### src/logic/accsc_pkg.sv
package accsc_pkg;

    localparam int unsigned CLK_PERIOD_PS = 8000;
    localparam int unsigned US_CYC = 1000000 / CLK_PERIOD_PS;

    // register map, serial-port addresses
    localparam logic [6:0] ADR_CHIP_IDENTIFIER = 7'h00;
    localparam logic [6:0] ADR_REV_ID = 7'h01;
    localparam logic [6:0] ADR_ACC_X = 7'h02;
    localparam logic [6:0] ADR_ACC_Z = 7'h04;
    localparam logic [6:0] ADR_CFG_LO = 7'h05;
    localparam logic [6:0] ADR_CFG_HI = 7'h0a;
    localparam logic [6:0] ADR_IRQ_INFO = 7'h0b;
    localparam logic [6:0] ADR_IRQ_TYPE = 7'h0c;
    localparam logic [6:0] ADR_ENG_EN = 7'h0d;
    localparam logic [6:0] ADR_IRQ_CTL = 7'h0e;
    localparam logic [6:0] ADR_AXIS_SLEEP = 7'h0f;
    localparam logic [6:0] ADR_FILTER = 7'h10;
    localparam logic [6:0] ADR_RANGE = 7'h11;
    localparam logic [6:0] ADR_SUSPEND = 7'h18;
    localparam logic [6:0] ADR_SOFT_RESET = 7'h19;

    // values after reset
    localparam logic [7:0] RST_AXIS_SLEEP = 8'h07;
    localparam logic [7:0] RST_FILTER = 8'h00;
    localparam logic [7:0] RST_RANGE = 8'h00;
    localparam logic [7:0] RST_ENG_EN = 8'h00;
    localparam logic [6:0] RST_IRQ_CTL = 7'h00;
    localparam logic [47:0] RST_CFG = 48'h08_45_b5_7f_4e_7f;

    // field positions
    localparam int unsigned SLEEP_EN_BIT = 6;
    localparam int unsigned SLEEP_DUR_LSB = 3;
    localparam int unsigned RAW_SEL_BIT = 7;
    localparam int unsigned IRQ_RESET_BIT = 7;
    localparam int unsigned LAT_LSB = 4;

    localparam logic [7:0] RD_ACTIVE = 8'hff;
    localparam logic [7:0] RD_IDLE = 8'h00;
    localparam logic [2:0] LAT_NONE = 3'b000;
    localparam logic [2:0] LAT_PERM = 3'b111;
    localparam logic [3:0] FILT_MAX_CODE = 4'h5;

    // times in microseconds
    localparam logic [23:0] SLEEP_US [8] = '{24'd2000, 24'd10000, 24'd25000, 24'd50000,
        24'd100000, 24'd500000, 24'd1000000, 24'd2000000};
    localparam logic [23:0] SETTLE_US [6] = '{24'd940, 24'd1440, 24'd2440, 24'd4440,
        24'd8440, 24'd16440};
    localparam logic [23:0] LATCH_US [8] = '{24'd0, 24'd250000, 24'd500000, 24'd1000000,
        24'd2000000, 24'd4000000, 24'd8000000, 24'd0};

    typedef enum logic [1:0] {
        PM_SLEEP = 2'b00,
        PM_WAKE = 2'b01,
        PM_EVAL = 2'b11,
        PM_NORMAL = 2'b10
    } accsc_pm_t;

    typedef struct packed {
        logic rd;
        logic wr;
        logic burst;
        logic [6:0] addr;
        logic [7:0] wdata;
    } accsc_req_t;

    // acc[2] = x, acc[1] = y, acc[0] = z, 6-bit two's complement
    typedef struct packed {
        logic valid;
        logic [2:0][5:0] acc;
    } accsc_smp_t;

    typedef struct packed {
        logic [7:0] us_div;
        accsc_pm_t pm;
        logic [23:0] pm_cnt;
        logic evald;
        logic [23:0] lat_cnt;
        logic lat_run;
        logic int_pin;
        logic raw_prev;
        logic [5:0] irq_type;
        logic [7:0] irq_info;
        logic suspend;
        logic softrst;
        logic [7:0] axis_sleep;
        logic [7:0] filter;
        logic [7:0] range;
        logic [7:0] eng_en;
        logic [6:0] irq_ctl;
        logic [47:0] cfg;
        logic [2:0][5:0] raw;
        logic [2:0][11:0] flt;
        logic [6:0] last_addr;
        logic [7:0] rdata;
        logic rvalid;
        logic analog_on;
        logic ic_on;
        accsc_smp_t filt_out;
    } accsc_state_t;

endpackage

### src/logic/accsc_core.sv
module accsc_core
    import accsc_pkg::*;
#(
    parameter int unsigned CYC_PER_US = US_CYC,
    parameter logic [7:0] CHIP_IDENTIFIER_VAL = 8'h5a, // arbitrary value
    parameter logic [7:0] REV_ID_VAL = 8'h3c // arbitrary value
) (
    input wire logic core_clk,
    input wire logic reset,
    input wire accsc_req_t req,
    input wire accsc_smp_t smp,
    input wire logic [5:0] irq_cond,
    input wire logic [2:0] irq_first,
    input wire logic irq_sign,
    input wire logic [2:0] orient_code,
    output logic [7:0] rdata_q,
    output logic rvalid_q,
    output logic int_pin_q,
    output logic analog_on_q,
    output logic ic_on_q,
    output logic [2:0] axis_en_q,
    output logic [1:0] range_q,
    output logic [11:0] eng_en_q,
    output logic [47:0] eng_cfg_q,
    output accsc_smp_t filt_q
);

    // ------------------------------------------------------------
    // helpers
    // ------------------------------------------------------------
    function automatic accsc_state_t rst_val();
        accsc_state_t r;
        r = '0;
        r.pm = PM_NORMAL;
        r.axis_sleep = RST_AXIS_SLEEP;
        r.filter = RST_FILTER;
        r.range = RST_RANGE;
        r.eng_en = RST_ENG_EN;
        r.irq_ctl = RST_IRQ_CTL;
        r.cfg = RST_CFG;
        r.analog_on = 1'b1;
        r.ic_on = 1'b1;
        return r;
    endfunction

    // out-of-range filter codes fall back to the 1kHz setting
    function automatic logic [2:0] filt_code(input logic [7:0] f);
        if (f[3:0] > FILT_MAX_CODE) begin
            return 3'h0;
        end
        return f[2:0];
    endfunction

    function automatic logic [7:0] rd_mux(input accsc_state_t st, input logic [6:0] a);
        logic [5:0] v;
        logic [6:0] idx;
        v = '0;
        idx = '0;
        if (a >= ADR_ACC_X && a <= ADR_ACC_Z) begin
            idx = 7'(a - ADR_ACC_X);
            if (st.filter[RAW_SEL_BIT]) begin
                v = st.raw[2 - idx[1:0]];
            end else begin
                v = st.flt[2 - idx[1:0]][11:6];
            end
            return {v, 2'b00};
        end
        if (a >= ADR_CFG_LO && a <= ADR_CFG_HI) begin
            idx = 7'(a - ADR_CFG_LO);
            return st.cfg[idx[2:0] * 8 +: 8];
        end
        case (a)
            ADR_CHIP_IDENTIFIER: return CHIP_IDENTIFIER_VAL;
            ADR_REV_ID: return REV_ID_VAL;
            ADR_IRQ_INFO: return st.irq_info;
            ADR_IRQ_TYPE: return {3'b000, st.irq_type[4:0]};
            ADR_ENG_EN: return st.eng_en;
            ADR_IRQ_CTL: return {1'b0, st.irq_ctl};
            ADR_AXIS_SLEEP: return st.axis_sleep;
            ADR_FILTER: return st.filter;
            ADR_RANGE: return st.range;
            ADR_SUSPEND: return st.suspend ? RD_ACTIVE : RD_IDLE;
            ADR_SOFT_RESET: return st.softrst ? RD_ACTIVE : RD_IDLE;
            default: return 8'h00;
        endcase
    endfunction

    // ------------------------------------------------------------
    // state
    // ------------------------------------------------------------
    accsc_state_t s_q;
    accsc_state_t s_d;

    always_comb begin
        logic tick;
        logic [6:0] a;
        logic irq_clr;
        logic raw_irq;
        logic raw_rise;
        logic [2:0] lat;
        logic sleep_en;
        logic [2:0] dur;
        logic [2:0] fsel;
        logic signed [12:0] diff;
        logic signed [12:0] step;
        accsc_state_t r;
        tick = 1'b0;
        a = '0;
        irq_clr = 1'b0;
        raw_irq = 1'b0;
        raw_rise = 1'b0;
        lat = '0;
        sleep_en = 1'b0;
        dur = '0;
        fsel = '0;
        diff = '0;
        step = '0;
        r = rst_val();
        s_d = s_q;
        s_d.rvalid = 1'b0;
        s_d.filt_out.valid = 1'b0;

        // --------------------------------------------------------
        // microsecond enable
        // --------------------------------------------------------
        if (s_q.us_div == 8'(CYC_PER_US - 1)) begin
            tick = 1'b1;
            s_d.us_div = '0;
        end else begin
            s_d.us_div = s_q.us_div + 8'h01;
        end

        // --------------------------------------------------------
        // register access
        // --------------------------------------------------------
        a = req.burst ? s_q.last_addr + 7'h01 : req.addr;
        if (req.rd || req.wr) begin
            s_d.last_addr = a;
        end
        if (req.rd) begin
            s_d.rdata = rd_mux(s_q, a);
            s_d.rvalid = 1'b1;
            if (a == ADR_SUSPEND) begin
                s_d.suspend = ~s_q.suspend;
            end
            if (a == ADR_SOFT_RESET) begin
                s_d.softrst = ~s_q.softrst;
            end
        end
        // writes are dropped while suspended or in soft reset
        if (req.wr && !s_q.suspend && !s_q.softrst) begin
            if (a >= ADR_CFG_LO && a <= ADR_CFG_HI) begin
                s_d.cfg[3'(a - ADR_CFG_LO) * 8 +: 8] = req.wdata;
            end
            case (a)
                ADR_ENG_EN: s_d.eng_en = req.wdata;
                ADR_IRQ_CTL: begin
                    s_d.irq_ctl = req.wdata[6:0];
                    irq_clr = req.wdata[IRQ_RESET_BIT];
                end
                ADR_AXIS_SLEEP: s_d.axis_sleep = req.wdata;
                ADR_FILTER: s_d.filter = req.wdata;
                ADR_RANGE: s_d.range = req.wdata;
                default: ;
            endcase
        end

        // --------------------------------------------------------
        // sample path and filter
        // --------------------------------------------------------
        fsel = filt_code(s_q.filter);
        if (smp.valid && s_q.analog_on) begin
            s_d.filt_out.valid = 1'b1;
            for (int i = 0; i < 3; i++) begin
                if (s_q.axis_sleep[i]) begin
                    s_d.raw[i] = smp.acc[i];
                    diff = $signed({smp.acc[i][5], smp.acc[i], 6'h00})
                        - $signed({s_q.flt[i][11], s_q.flt[i]});
                    step = diff >>> fsel;
                    s_d.flt[i] = s_q.flt[i] + step[11:0];
                end
                s_d.filt_out.acc[i] = s_d.flt[i][11:6];
            end
        end

        // --------------------------------------------------------
        // interrupt front end
        // --------------------------------------------------------
        lat = s_q.irq_ctl[LAT_LSB +: 3];
        raw_irq = s_q.ic_on && (|irq_cond);
        raw_rise = raw_irq && !s_q.raw_prev;
        s_d.raw_prev = raw_irq;
        // a new condition wins over a clear in the same cycle
        s_d.irq_type = ((irq_clr || lat == LAT_NONE) ? 6'h00 : s_q.irq_type)
            | (raw_irq ? irq_cond : 6'h00);
        if (raw_rise) begin
            s_d.irq_info = {irq_cond[5], orient_code, irq_first, irq_sign};
        end else if (irq_clr) begin
            s_d.irq_info = '0;
        end
        if (lat == LAT_NONE) begin
            s_d.int_pin = raw_irq;
            s_d.lat_run = 1'b0;
        end else if (lat == LAT_PERM) begin
            s_d.int_pin = raw_irq || (s_q.int_pin && !irq_clr);
            s_d.lat_run = 1'b0;
        end else begin
            if (irq_clr) begin
                s_d.int_pin = 1'b0;
                s_d.lat_run = 1'b0;
            end
            if (raw_rise) begin
                s_d.int_pin = 1'b1;
                s_d.lat_run = 1'b1;
                s_d.lat_cnt = LATCH_US[lat];
            end else if (s_q.lat_run && !irq_clr && tick) begin
                if (s_q.lat_cnt == 24'h0) begin
                    s_d.int_pin = 1'b0;
                    s_d.lat_run = 1'b0;
                end else begin
                    s_d.lat_cnt = s_q.lat_cnt - 24'h1;
                end
            end
        end

        // --------------------------------------------------------
        // power manager
        // --------------------------------------------------------
        sleep_en = s_q.axis_sleep[SLEEP_EN_BIT];
        dur = s_q.axis_sleep[SLEEP_DUR_LSB +: 3];
        if (!s_q.suspend) begin
            case (s_q.pm)
                PM_NORMAL: begin
                    if (sleep_en) begin
                        s_d.pm = PM_SLEEP;
                        s_d.pm_cnt = SLEEP_US[dur];
                    end
                end
                PM_SLEEP: begin
                    if (!sleep_en) begin
                        s_d.pm = PM_NORMAL;
                    end else if (tick) begin
                        if (s_q.pm_cnt == 24'h0) begin
                            s_d.pm = PM_WAKE;
                            s_d.pm_cnt = SETTLE_US[fsel];
                        end else begin
                            s_d.pm_cnt = s_q.pm_cnt - 24'h1;
                        end
                    end
                end
                PM_WAKE: begin
                    if (!sleep_en) begin
                        s_d.pm = PM_NORMAL;
                    end else if (tick) begin
                        if (s_q.pm_cnt == 24'h0) begin
                            s_d.pm = PM_EVAL;
                            s_d.evald = 1'b0;
                        end else begin
                            s_d.pm_cnt = s_q.pm_cnt - 24'h1;
                        end
                    end
                end
                PM_EVAL: begin
                    if (smp.valid) begin
                        s_d.evald = 1'b1;
                    end
                    if (!sleep_en) begin
                        s_d.pm = PM_NORMAL;
                    end else if (s_q.evald && !raw_irq && !s_q.int_pin) begin
                        s_d.pm = PM_SLEEP;
                        s_d.pm_cnt = SLEEP_US[dur];
                    end
                end
                default: s_d.pm = PM_NORMAL;
            endcase
        end

        // --------------------------------------------------------
        // soft reset restores every written host setting; the suspend toggle keeps its state
        // --------------------------------------------------------
        if (s_d.softrst) begin
            s_d.pm = r.pm;
            s_d.pm_cnt = r.pm_cnt;
            s_d.axis_sleep = r.axis_sleep;
            s_d.filter = r.filter;
            s_d.range = r.range;
            s_d.eng_en = r.eng_en;
            s_d.irq_ctl = r.irq_ctl;
            s_d.cfg = r.cfg;
            s_d.int_pin = 1'b0;
            s_d.lat_run = 1'b0;
            s_d.irq_type = '0;
            s_d.irq_info = '0;
            s_d.raw = '0;
            s_d.flt = '0;
        end
        s_d.analog_on = !s_d.suspend && !s_d.softrst && (s_d.pm != PM_SLEEP);
        s_d.ic_on = !s_d.suspend && !s_d.softrst
            && (s_d.pm == PM_NORMAL || s_d.pm == PM_EVAL);
    end

    always_ff @(posedge core_clk) begin
        if (reset) begin
            s_q <= rst_val();
        end else begin
            s_q <= s_d;
        end
    end

    // ------------------------------------------------------------
    // outputs
    // ------------------------------------------------------------
    assign rdata_q = s_q.rdata;
    assign rvalid_q = s_q.rvalid;
    assign int_pin_q = s_q.int_pin;
    assign analog_on_q = s_q.analog_on;
    assign ic_on_q = s_q.ic_on;
    assign axis_en_q = s_q.axis_sleep[2:0];
    assign range_q = s_q.range[1:0];
    assign eng_en_q = {s_q.irq_ctl[3:0], s_q.eng_en};
    assign eng_cfg_q = s_q.cfg;
    assign filt_q = s_q.filt_out;

endmodule

### config.mk
export PLATFORM = sky130hd
export DESIGN_NAME = accsc_core
export DESIGN_NICKNAME = d
export VERILOG_FILES = /design/src/logic/accsc_pkg.sv /design/src/logic/accsc_core.sv
export SDC_FILE = /design/constraint.sdc
export NUM_CORES = 1
export LEC_CHECK = 0
export ABC_AREA = 1
export BUFFER_PORTS_ARGS = -buffer_cell sky130_fd_sc_hd__buf_2
export CAP_MARGIN = 10
export CORE_MARGIN = 2
export CORE_UTILIZATION = 50
export DETAILED_ROUTE_END_ITERATION = 8
export PLACE_DENSITY = 0.71
export SETUP_SLACK_MARGIN = 0.1
export SLEW_MARGIN = 30
export SYNTH_ARGS = -nofsm -noshare
export SYNTH_HDL_FRONTEND = slang
export SYNTH_SLANG_ARGS = --single-unit
### constraint.sdc
create_clock -name core_clk -period 3.5 [get_ports core_clk]
set_input_delay 0.35 -clock core_clk [delete_from_list [all_inputs] [get_ports core_clk]]
set_output_delay 0.35 -clock core_clk [all_outputs]
set_load 0.005 [all_outputs]
### Word-level counts from Yosys, hierarchy flattened

Memory sizes are Yosys's and may differ from the RTL's.
Index checks and enable logic that the tools add are counted.

| storage, ports and cells | value |
|---|---|
| register bits | 256 |
| ROM bits | 576 |
| input bits | 52 |
| word-level logic and storage cells | 226 |
| memories | 3 |

| cells by class | value |
|---|---|
| $add $sub $neg | 14 |
| order comparisons | 9 |
| equal/unequal tests | 28 |
| shifts and indexed selects | 6 |
| multiplexer cells | 70 |
| bitwise logic cells | 8 |
| reductions and logical operators | 52 |

Memories:

| memory | words | bits a word | read ports | clocked after memory_dff | write ports | RTL line | RTL |
|---|---|---|---|---|---|---|---|
| (no name shown) | 8 | 24 | 1 | 0 | 0 | accsc_core.sv:271 | `s_d.pm_cnt = SLEEP_US[dur];` |
| (no name shown) | 8 | 24 | 1 | 0 | 0 | accsc_core.sv:245 | `s_d.pm_cnt = SETTLE_US[fsel];` |
| (no name shown) | 8 | 24 | 1 | 0 | 0 | accsc_core.sv:215 | `s_d.lat_cnt = LATCH_US[lat];` |

Operators with widths:

| operator | count |
|---|---|
| 24-bit two-way mux | 11 |
| 26-bit two-way mux | 6 |
| 26-bit one-hot mux with 4 select lines | 1 |
| 8-bit one-hot mux with 11 select lines | 1 |
| 8-bit two-way mux | 8 |
| 27-bit two-way mux | 2 |
| 48-bit bitwise mux | 1 |
| 24-bit logical NOT | 2 |
| 12-bit two-way mux | 4 |
| 8-bit by 34-bit variable shift with 48-bit output, first input constant | 1 |
| 48-bit by 7-bit variable part select with 8-bit output | 1 |
| 8-bit by 34-bit variable part select with 48-bit output | 1 |
| 24-bit by 1-bit subtractor with 24-bit output, second input constant | 2 |
| 13-bit by 3-bit >>> shifter with 12-bit output | 3 |
| 12-bit by 12-bit subtractor with 13-bit output | 3 |
| 12-bit adder | 3 |
| 7-bit by 4-bit equality test with 1-bit output, second input constant | 5 |
| 6-bit negator with 34-bit output | 1 |
| 32-bit by 3-bit less-than comparator with 1-bit output, second input constant | 1 |
| 7-bit by 5-bit equality test with 1-bit output, second input constant | 4 |
| 25-bit two-way mux | 1 |
| 12-bit binary-select mux with 2-bit select | 1 |
| 6-bit two-way mux | 4 |
| 2-bit != test, second input constant | 11 |
| other kinds (40) | 109 |

### Longest topological paths before layout

Gate-level depths: netlist of the first run.

| logic depth | value |
|---|---|
| depth in word-level cells | 16 |
| gate-level depth with buffers | 27 |

### Worst setup path before layout of the first run

OpenSTA, ideal clock, no wires.

| timing | value |
|---|---|
| path type | flip-flop to flip-flop |
| start point | register s_q[56] (netlist bit) |
| end point | register s_q[57] (netlist bit) |
| arrival time | 3,255 ps |
| path slack | 113 ps |
| stages on the path, launching flop included | 26 |
| buffers on the path | 0 |
| clock period less this slack | 3,387 ps |
| path through | dfxtp_1 inv_1 ha_1 a21oi_1 inv_1 a21oi_1 xnor2_1 inv_1 o21ai_0 o21ai_0 o21ai_0 inv_1 fa_1 inv_1 nand3_1 nand2_1 nand2_1 nand2_1 a21oi_1 inv_1 a21oi_1 nor2_1 nor2_1 xnor2_1 o21ai_0 a21oi_1 |

| between the ends | value |
|---|---|
| word-level cells in the longest chain between the ends | 4 |

Ends and longest elaborated chain:

| element | RTL line | RTL |
|---|---|---|
| start: declaration | accsc_core.sv:91 | `accsc_state_t s_q;` |
| start signal: assignment | accsc_core.sv:304 | `s_q <= rst_val();` |
| 12-bit by 12-bit subtractor with 13-bit output | accsc_core.sv:178 | `- $signed({s_q.flt[i][11], s_q.flt[i]});` |
| 13-bit by 3-bit >>> shifter with 12-bit output | accsc_core.sv:179 | `step = diff >>> fsel;` |
| 12-bit adder (*) | accsc_core.sv:180 | `s_d.flt[i] = s_q.flt[i] + step[11:0];` |
| 12-bit two-way mux (*) | accsc_core.sv:175 | `if (s_q.axis_sleep[i]) begin` |

Every way passes the cells marked *; elsewhere a longest branch is shown, timed or not.
A chain may end at the register's enable or synchronous reset.

### Final worst setup path of the first run

| timing | value |
|---|---|
| start point | register s_q[44] (netlist bit) |
| end point | register s_q (netlist bit filt_q[2]) |

The elaborated chain is that of the path after synthesis.

==> out/metrics.csv, run 1 <==
metric,value,unit
outcome,"finished, violations left",
failing checks,negative setup slack,
initial DRC count,1861,
Max Buffers Root-to-Sink,3,
syn nets,2889,
CP cell instances,inv_4 -> ha_4 -> nand2_4 -> nor2_4 -> a21oi_4 -> o21bai_2 -> xnor2_2 -> mux2i_2 -> o21ai_2 -> o21ai_1 -> ha_1 -> a21oi_2 -> nand2_2 -> nand2_2 -> nand2_2 -> a21oi_2 -> inv_1 -> a21oi_2 -> nor2_1 -> nor2_1 -> xnor2_1 -> o21ai_1 -> a21oi_1,
Num CTS Buffers,31,
synth cell count leaders,"605 x nand2_1, 307 x inv_1, 292 x a21oi_1",
drt via density,5.70,
fillers,3103,
I/O pin count,148,
Setup-failing EPs final,6,
Ys Warns,0,
CP max stage delay,350,ps
"flops & latches, synth",255,
total routed wirelength,61.2,mm
DR top layer,met4,
first-pass GRT wire length,90.3,mm
Top Family by Delay on Critical Path,compound AO/OA/AOI/OAI gates,
Die Area,37100,µm²
cell leakage power,10.3,nW
post-route ant nets,0,
PortBufs,147,
Nets,3121,
ant diodes,0,
cell area after layout,22400,µm²
Layout Skew,20.8,ps
Final Power,0.0109,W
VDD IR max,0.416,mV
"CTS clk-pin slew, worst paths",60,ps
library cells used by synthesis,59,
CTS root buf,clkbuf_16,
Fmax,276,MHz
Post-synth ARST share,0,
Final period util,1.03,
Critical Path End Type,flip-flop,
cell with the most instances after synthesis,nand2_1,
CTS tree,done,
Register Area,5120,µm²
pin count of the biggest net entering global routing,101,
met3 routed WL,5.66,mm
RSZ-0062 raised after global routing,true,
top-area cell type share of the netlist area,0.287,
kind of critical path,flip-flop to flip-flop,
height of the die,193,µm
buffers and inverters on the worst path,2,
HPWL Detailed,42.8,mm
Critical Path AT,4050,ps
post-layout min period,3620,ps
number of flops mapped to enable cells by yosys,0,
hold_ws,35.4,ps
vias,19800,
row cnt,69,
Critical Path RT,3930,ps
DP Area,19500,µm²
max_slew headroom,0.388,
Yosys top cell by area,dfxtp_1,
Placeable Area,35300,µm²
max cap viols,0,
Avg Inst Size Synth,6.46,µm²
Area Overhead vs Synth,26.0,%
multi-input logic area,11700,µm²
gpl congestion,0.979,
"Clk Latency, worst-skew pair",590,ps
pwr dens,485,nW/µm²
hold_buf cts,0,
vias in the first global route,17700,
wire length per cell,17.6,µm
H-tree Lvls,1,
antenna violations before repair,0,
mapped cell area,17800,µm²
Total Routing Usage GR,0.304,
clk sink count,255,
Final WS setup,-117,ps
R2R Setup Slk,-120,ps
"Seq/Total Area, Yosys",0.287,
Hold Fails Final Rpt,0,
met1 wire length,25.6,mm
setup_tns,-228,ps
Initial Utilization,0.503,
top post-synthesis cells by area,"dfxtp_1 29%, nand2_1 13%, a21oi_1 8.2%",
# DRC,0,
die width,193,µm
met2 WL post-DR,27.4,mm
Post-Synthesis Cells,2751,
Slew @ Worst Pin,909,ps
grt ovf,0,
fin util,0.634,
worst-path fanout max,4,
Final Max Tran Viols,0,
Slowest cell on crit path,dfxtp_2,
worst hold path type,primary input to flip-flop,
kind of start point of the critical path,flip-flop,
Synth Flop Type,dfxtp_1,
share of cells above drive strength 1,0.252,
first drt pass iteration count,6,
-- registers in the layout, indices dropped and copies added (netlist names) --
name / count
range_q: 2
s_q: 159
axis_en_q: 3
eng_cfg_q: 48
ic_on_q: 1
analog_on_q: 1
rvalid_q: 1
int_pin_q: 1
filt_q: 19
eng_en_q: 12
rdata_q: 8
-- tightest hold or removal path, delay by kind of cell --
kind,cells,cell delay [ps]
buffers and inverters,1,110
AOI/OAI and AO/OA,1,50
and+or+nand+nor,1,60
-- placed cells by master (no fill, tap or decap), drive strengths merged, types with 31 or more instances in the layout --
cell | synthesis | routed
a21oi | 295 | 295
buf | 113 | 387
clkbuf | 77 | 46
dfxtp | 255 | 255
ha | 83 | 83
inv | 315 | 315
nand2 | 617 | 617
nand3 | 163 | 163
nor2 | 268 | 268
nor3 | 42 | 42
o21ai | 258 | 258
xnor2 | 31 | 31
xor2 | 57 | 57
-- layout make-up --
class | instances | area share
multi-input combinational | 1986 | 0.524
sequential | 255 | 0.229
timing repair buffer | 389 | 0.121
inverter | 320 | 0.0542
clock buffer | 44 | 0.0408
tap | 461 | 0.0257
clock inverter | 13 | 0.00575
-- worst paths after layout --
kind,cells past startpoint,end,start
worst min-delay path,3,s_q[84],smp[11]
worst max-delay path,23,filt_q[2],s_q[44]
worst min register to register,2,s_q[157],s_q[157]
worst max register to register,23,filt_q[2],s_q[44]
-- cell families (layout without fill, tap and decap cells) --
family | count (synthesis) | after routing | synth area share
buffers and inverters | 510 | 766 | 0.129
AOI/OAI and AO/OA | 673 | 673 | 0.208
DFF | 255 | 255 | 0.287
and+or+nand+nor | 1132 | 1132 | 0.267
adders and majority gates | 86 | 86 | 0.0618
xor gates and xnor gates | 88 | 88 | 0.0434
muxes | 7 | 7 | 0.00394
-- repair_timing --
item	in CTS	in global routing
gates cloned	0	1
endpoints found under the setup margin	36	171
pin swaps	56	134
gates resized for setup	101	304
setup buffers	27	26
-- metal layers --
metal,up-vias,global-route usage
li1,9468,-
met1,9167,0.412
met2,963,0.485
met3,166,0.0513
met4,0,0.112
met5,-,0
-- where the power goes --
group / internal, W / switching (W)
Clock: 0.00196 / 0.00135
Combinational: 0.00193 / 0.00246
Sequential: 0.00305 / 0.000122
Total: 0.00694 / 0.00393
-- metrics by stage --
stage	std cells	setup slack (ps)
final	3468	-117
after global routing	3468	-278
after CTS	3443	4.07
after detailed placement	3359	-416
after global placement	3359	-249
after floorplan	2751	113
Note: power is estimated with default switching activity, not from simulation.
==> inputs of run 2 (changes only) <==
==> constraint.sdc (replaced) <==
create_clock -name core_clk -period 3.5 [get_ports core_clk]
set_input_delay 0.525 -clock core_clk [delete_from_list [all_inputs] [get_ports core_clk]]
set_output_delay 0.525 -clock core_clk [all_outputs]
set_load 0.005 [all_outputs]
==> out/metrics.csv, run 2 (synthesized netlist as in run 1, its figures left out) <==
metric,value,unit,change
outcome,"finished, violations left",,unchanged
failing checks,negative setup slack,,unchanged
PortBufs,147,,unchanged
Slew @ Worst Pin,967,ps,was 909 ps
switch share,0.351,,was 0.362
internal power,0.00727,W,was 0.00694 W
CTS root buf,clkbuf_16,,unchanged
post-route insts no fill,3489,,was 3468
gpl congestion,0.940,,was 0.979
ant diodes,0,,unchanged
row cnt,69,,unchanged
post-layout min period,3590,ps,was 3620 ps
pin count of the biggest net entering global routing,83,,was 101
flip-flop count of the largest register after layout,159,,unchanged
vias in the first global route,17700,,about the same
post-route ant nets,0,,unchanged
fin util,0.634,,about the same
first-pass GRT wire length,92.2,mm,was 90.3 mm
initial DRC count,1673,,was 1861
worst hold path type,primary input to flip-flop,,unchanged
pwr dens,500,nW/µm²,was 485 nW/µm²
"most common cell after layout, fill and taps aside",nand2_1,,unchanged
# DRC,0,,unchanged
Top Family by Delay on Critical Path,compound AO/OA/AOI/OAI gates,,unchanged
height of the die,193,µm,unchanged
buffers and inverters on the worst path,2,,unchanged
Setup-failing EPs final,14,,was 6
Placeable Area,35300,µm²,unchanged
Fmax,278,MHz,was 276 MHz
worst-path fanout max,3,,was 4
HPWL Detailed,43.9,mm,was 42.8 mm
CP cell instances,inv_4 -> ha_4 -> nand2_2 -> nor2_1 -> nand2_1 -> nand2_2 -> inv_2 -> o21bai_1 -> xor2_1 -> nand2_1 -> a31oi_4 -> o21ai_1 -> ha_1 -> a21oi_2 -> nor2_1 -> o31ai_1 -> o2111ai_2 -> or2_4 -> nand3_2 -> o211ai_1 -> a21oi_1,,was inv_4 -> ha_4 -> nand2_4 -> nor2_4 -> a21oi_4 -> o21bai_2 -> xnor2_2 -> mux2i_2 -> o21ai_2 -> o21ai_1 -> ha_1 -> a21oi_2 -> nand2_2 -> nand2_2 -> nand2_2 -> a21oi_2 -> inv_1 -> a21oi_2 -> nor2_1 -> nor2_1 -> xnor2_1 -> o21ai_1 -> a21oi_1
Area Overhead vs Synth,25.9,%,was 26.0%
VDD IR max,0.422,mV,was 0.416 mV
CP max stage delay,360,ps,was 350 ps
drt via density,5.57,,was 5.70
Max Buffers Root-to-Sink,3,,unchanged
total routed wirelength,61.1,mm,was 61.2 mm
"CTS clk-pin slew, worst paths",60,ps,about the same
Critical Path RT,4000,ps,was 3930 ps
vias,19400,,was 19800
kind of start point of the critical path,flip-flop,,unchanged
Initial Utilization,0.503,,unchanged
NetSw,0.00393,W,about the same
RSZ-0062 raised after global routing,true,,unchanged
max cap viols,0,,unchanged
Final WS setup,-91.1,ps,was -117 ps
worst-case reg-to-reg path depth,21,,was 23
hold_buf cts,0,,unchanged
share of cells above drive strength 1,0.241,,was 0.252
Num CTS Buffers,31,,unchanged
setup_tns,-820,ps,was -228 ps
Register Area,5120,µm²,about the same
antenna violations before repair,0,,unchanged
Hold Fails Final Rpt,0,,unchanged
"Clk Latency, worst-skew pair",600,ps,was 590 ps
first drt pass iteration count,6,,unchanged
kind of critical path,flip-flop to flip-flop,,unchanged
clk sink count,255,,unchanged
CTS tree,done,,unchanged
Layout Skew,21.2,ps,was 20.8 ps
die width,193,µm,unchanged
Top reg by flops,s_q,,unchanged
hold_ws,208,ps,was 35.4 ps
multi-input logic area,11500,µm²,was 11700 µm²
grt ovf,0,,unchanged
Final Max Tran Viols,0,,unchanged
clock power share,0.327,,was 0.304
Critical Path End Type,flip-flop,,unchanged
max_slew headroom,0.353,,was 0.388
combinational share of power,0.390,,was 0.404
wire length per cell,17.5,µm,was 17.6 µm
Die Area,37100,µm²,unchanged
dpl cells,3378,,was 3359
Total Routing Usage GR,0.312,,was 0.304
H-tree Lvls,1,,unchanged
Slowest cell on crit path,dfxtp_2,,unchanged
I/O pin count,148,,unchanged
Seq pwr share,0.283,,was 0.292
CP Depth,21,,was 23
Final period util,1.03,,about the same
Nets,3141,,was 3121
Critical Path AT,4090,ps,was 4050 ps
hold path depth,3,,unchanged
Final Power,0.0112,W,was 0.0109 W
fillers,3155,,was 3103
most frequent cells in the layout,"578 x nand2_1, 283 x inv_1, 260 x a21oi_1, 248 x buf_4, 245 x dfxtp_1",,"was 562 x nand2_1, 284 x inv_1, 257 x a21oi_1, 240 x dfxtp_1, 234 x nor2_1"
cell leakage power,10.4,nW,was 10.3 nW
run 2: metal layers:
metal / track usage / up-vias / part of all wire
li1: - / 9513 / -
met5: 0 / - / 0
met1: 0.430 / 9028 / 0.44
met4: 0.100 / 0 / 0.032
met3: 0.0469 / 136 / 0.075
met2: 0.501 / 758 / 0.45
run 2: stage by stage:
stage | instance area (µm²) | setup WS (ps)
after floorplan | 17800 | 100
after global placement | 19600 | -498
after detailed placement | 19600 | -567
after CTS | 21400 | -61.4
after global routing | 22400 | -304
final | 22400 | -91.1
run 2: path summary, 6_finish.rpt:
check,from,to,slack [ps]
setup reg to reg,s_q[67],filt_q[16],-90
hold reg to reg,s_q[88],s_q[88],450
hold / removal,irq_first[2],s_q[183],210
setup / recovery,s_q[67],filt_q[16],-90
run 2: worst min-delay path: cells and delay by family:
family                 cells  cell delay, ps
buffers and inverters      1             100
and+or+nand+nor            1              60
AOI/OAI and AO/OA          1              60
run 2: power by group through the flow:
| stage | clock network, W | logic (W) | registers [W] |
|---|---|---|---|
| floorplan | 0 | 0.00204 | 0.00318 |
| global placement | 0 | 0.00325 | 0.00321 |
| detailed placement | 0 | 0.00329 | 0.00321 |
| finish | 0.00367 | 0.00437 | 0.00316 |
| global route | 0.00379 | 0.00474 | 0.00318 |
| CTS | 0.00369 | 0.00367 | 0.00316 |
run 2: what timing repair did:
item,CTS,global route
endpoints found under the setup margin,36,90
pin swaps,58,138
buffers inserted,26,31
resized for setup,117,208
gates cloned,0,1
run 2: layout make-up:
cell class,instances,area share
clock buffer,37,0.0383
tap,461,0.0258
inverter,320,0.0541
timing repair buffer,409,0.125
multi-input combinational,1986,0.514
sequential,255,0.229
clock inverter,21,0.0136
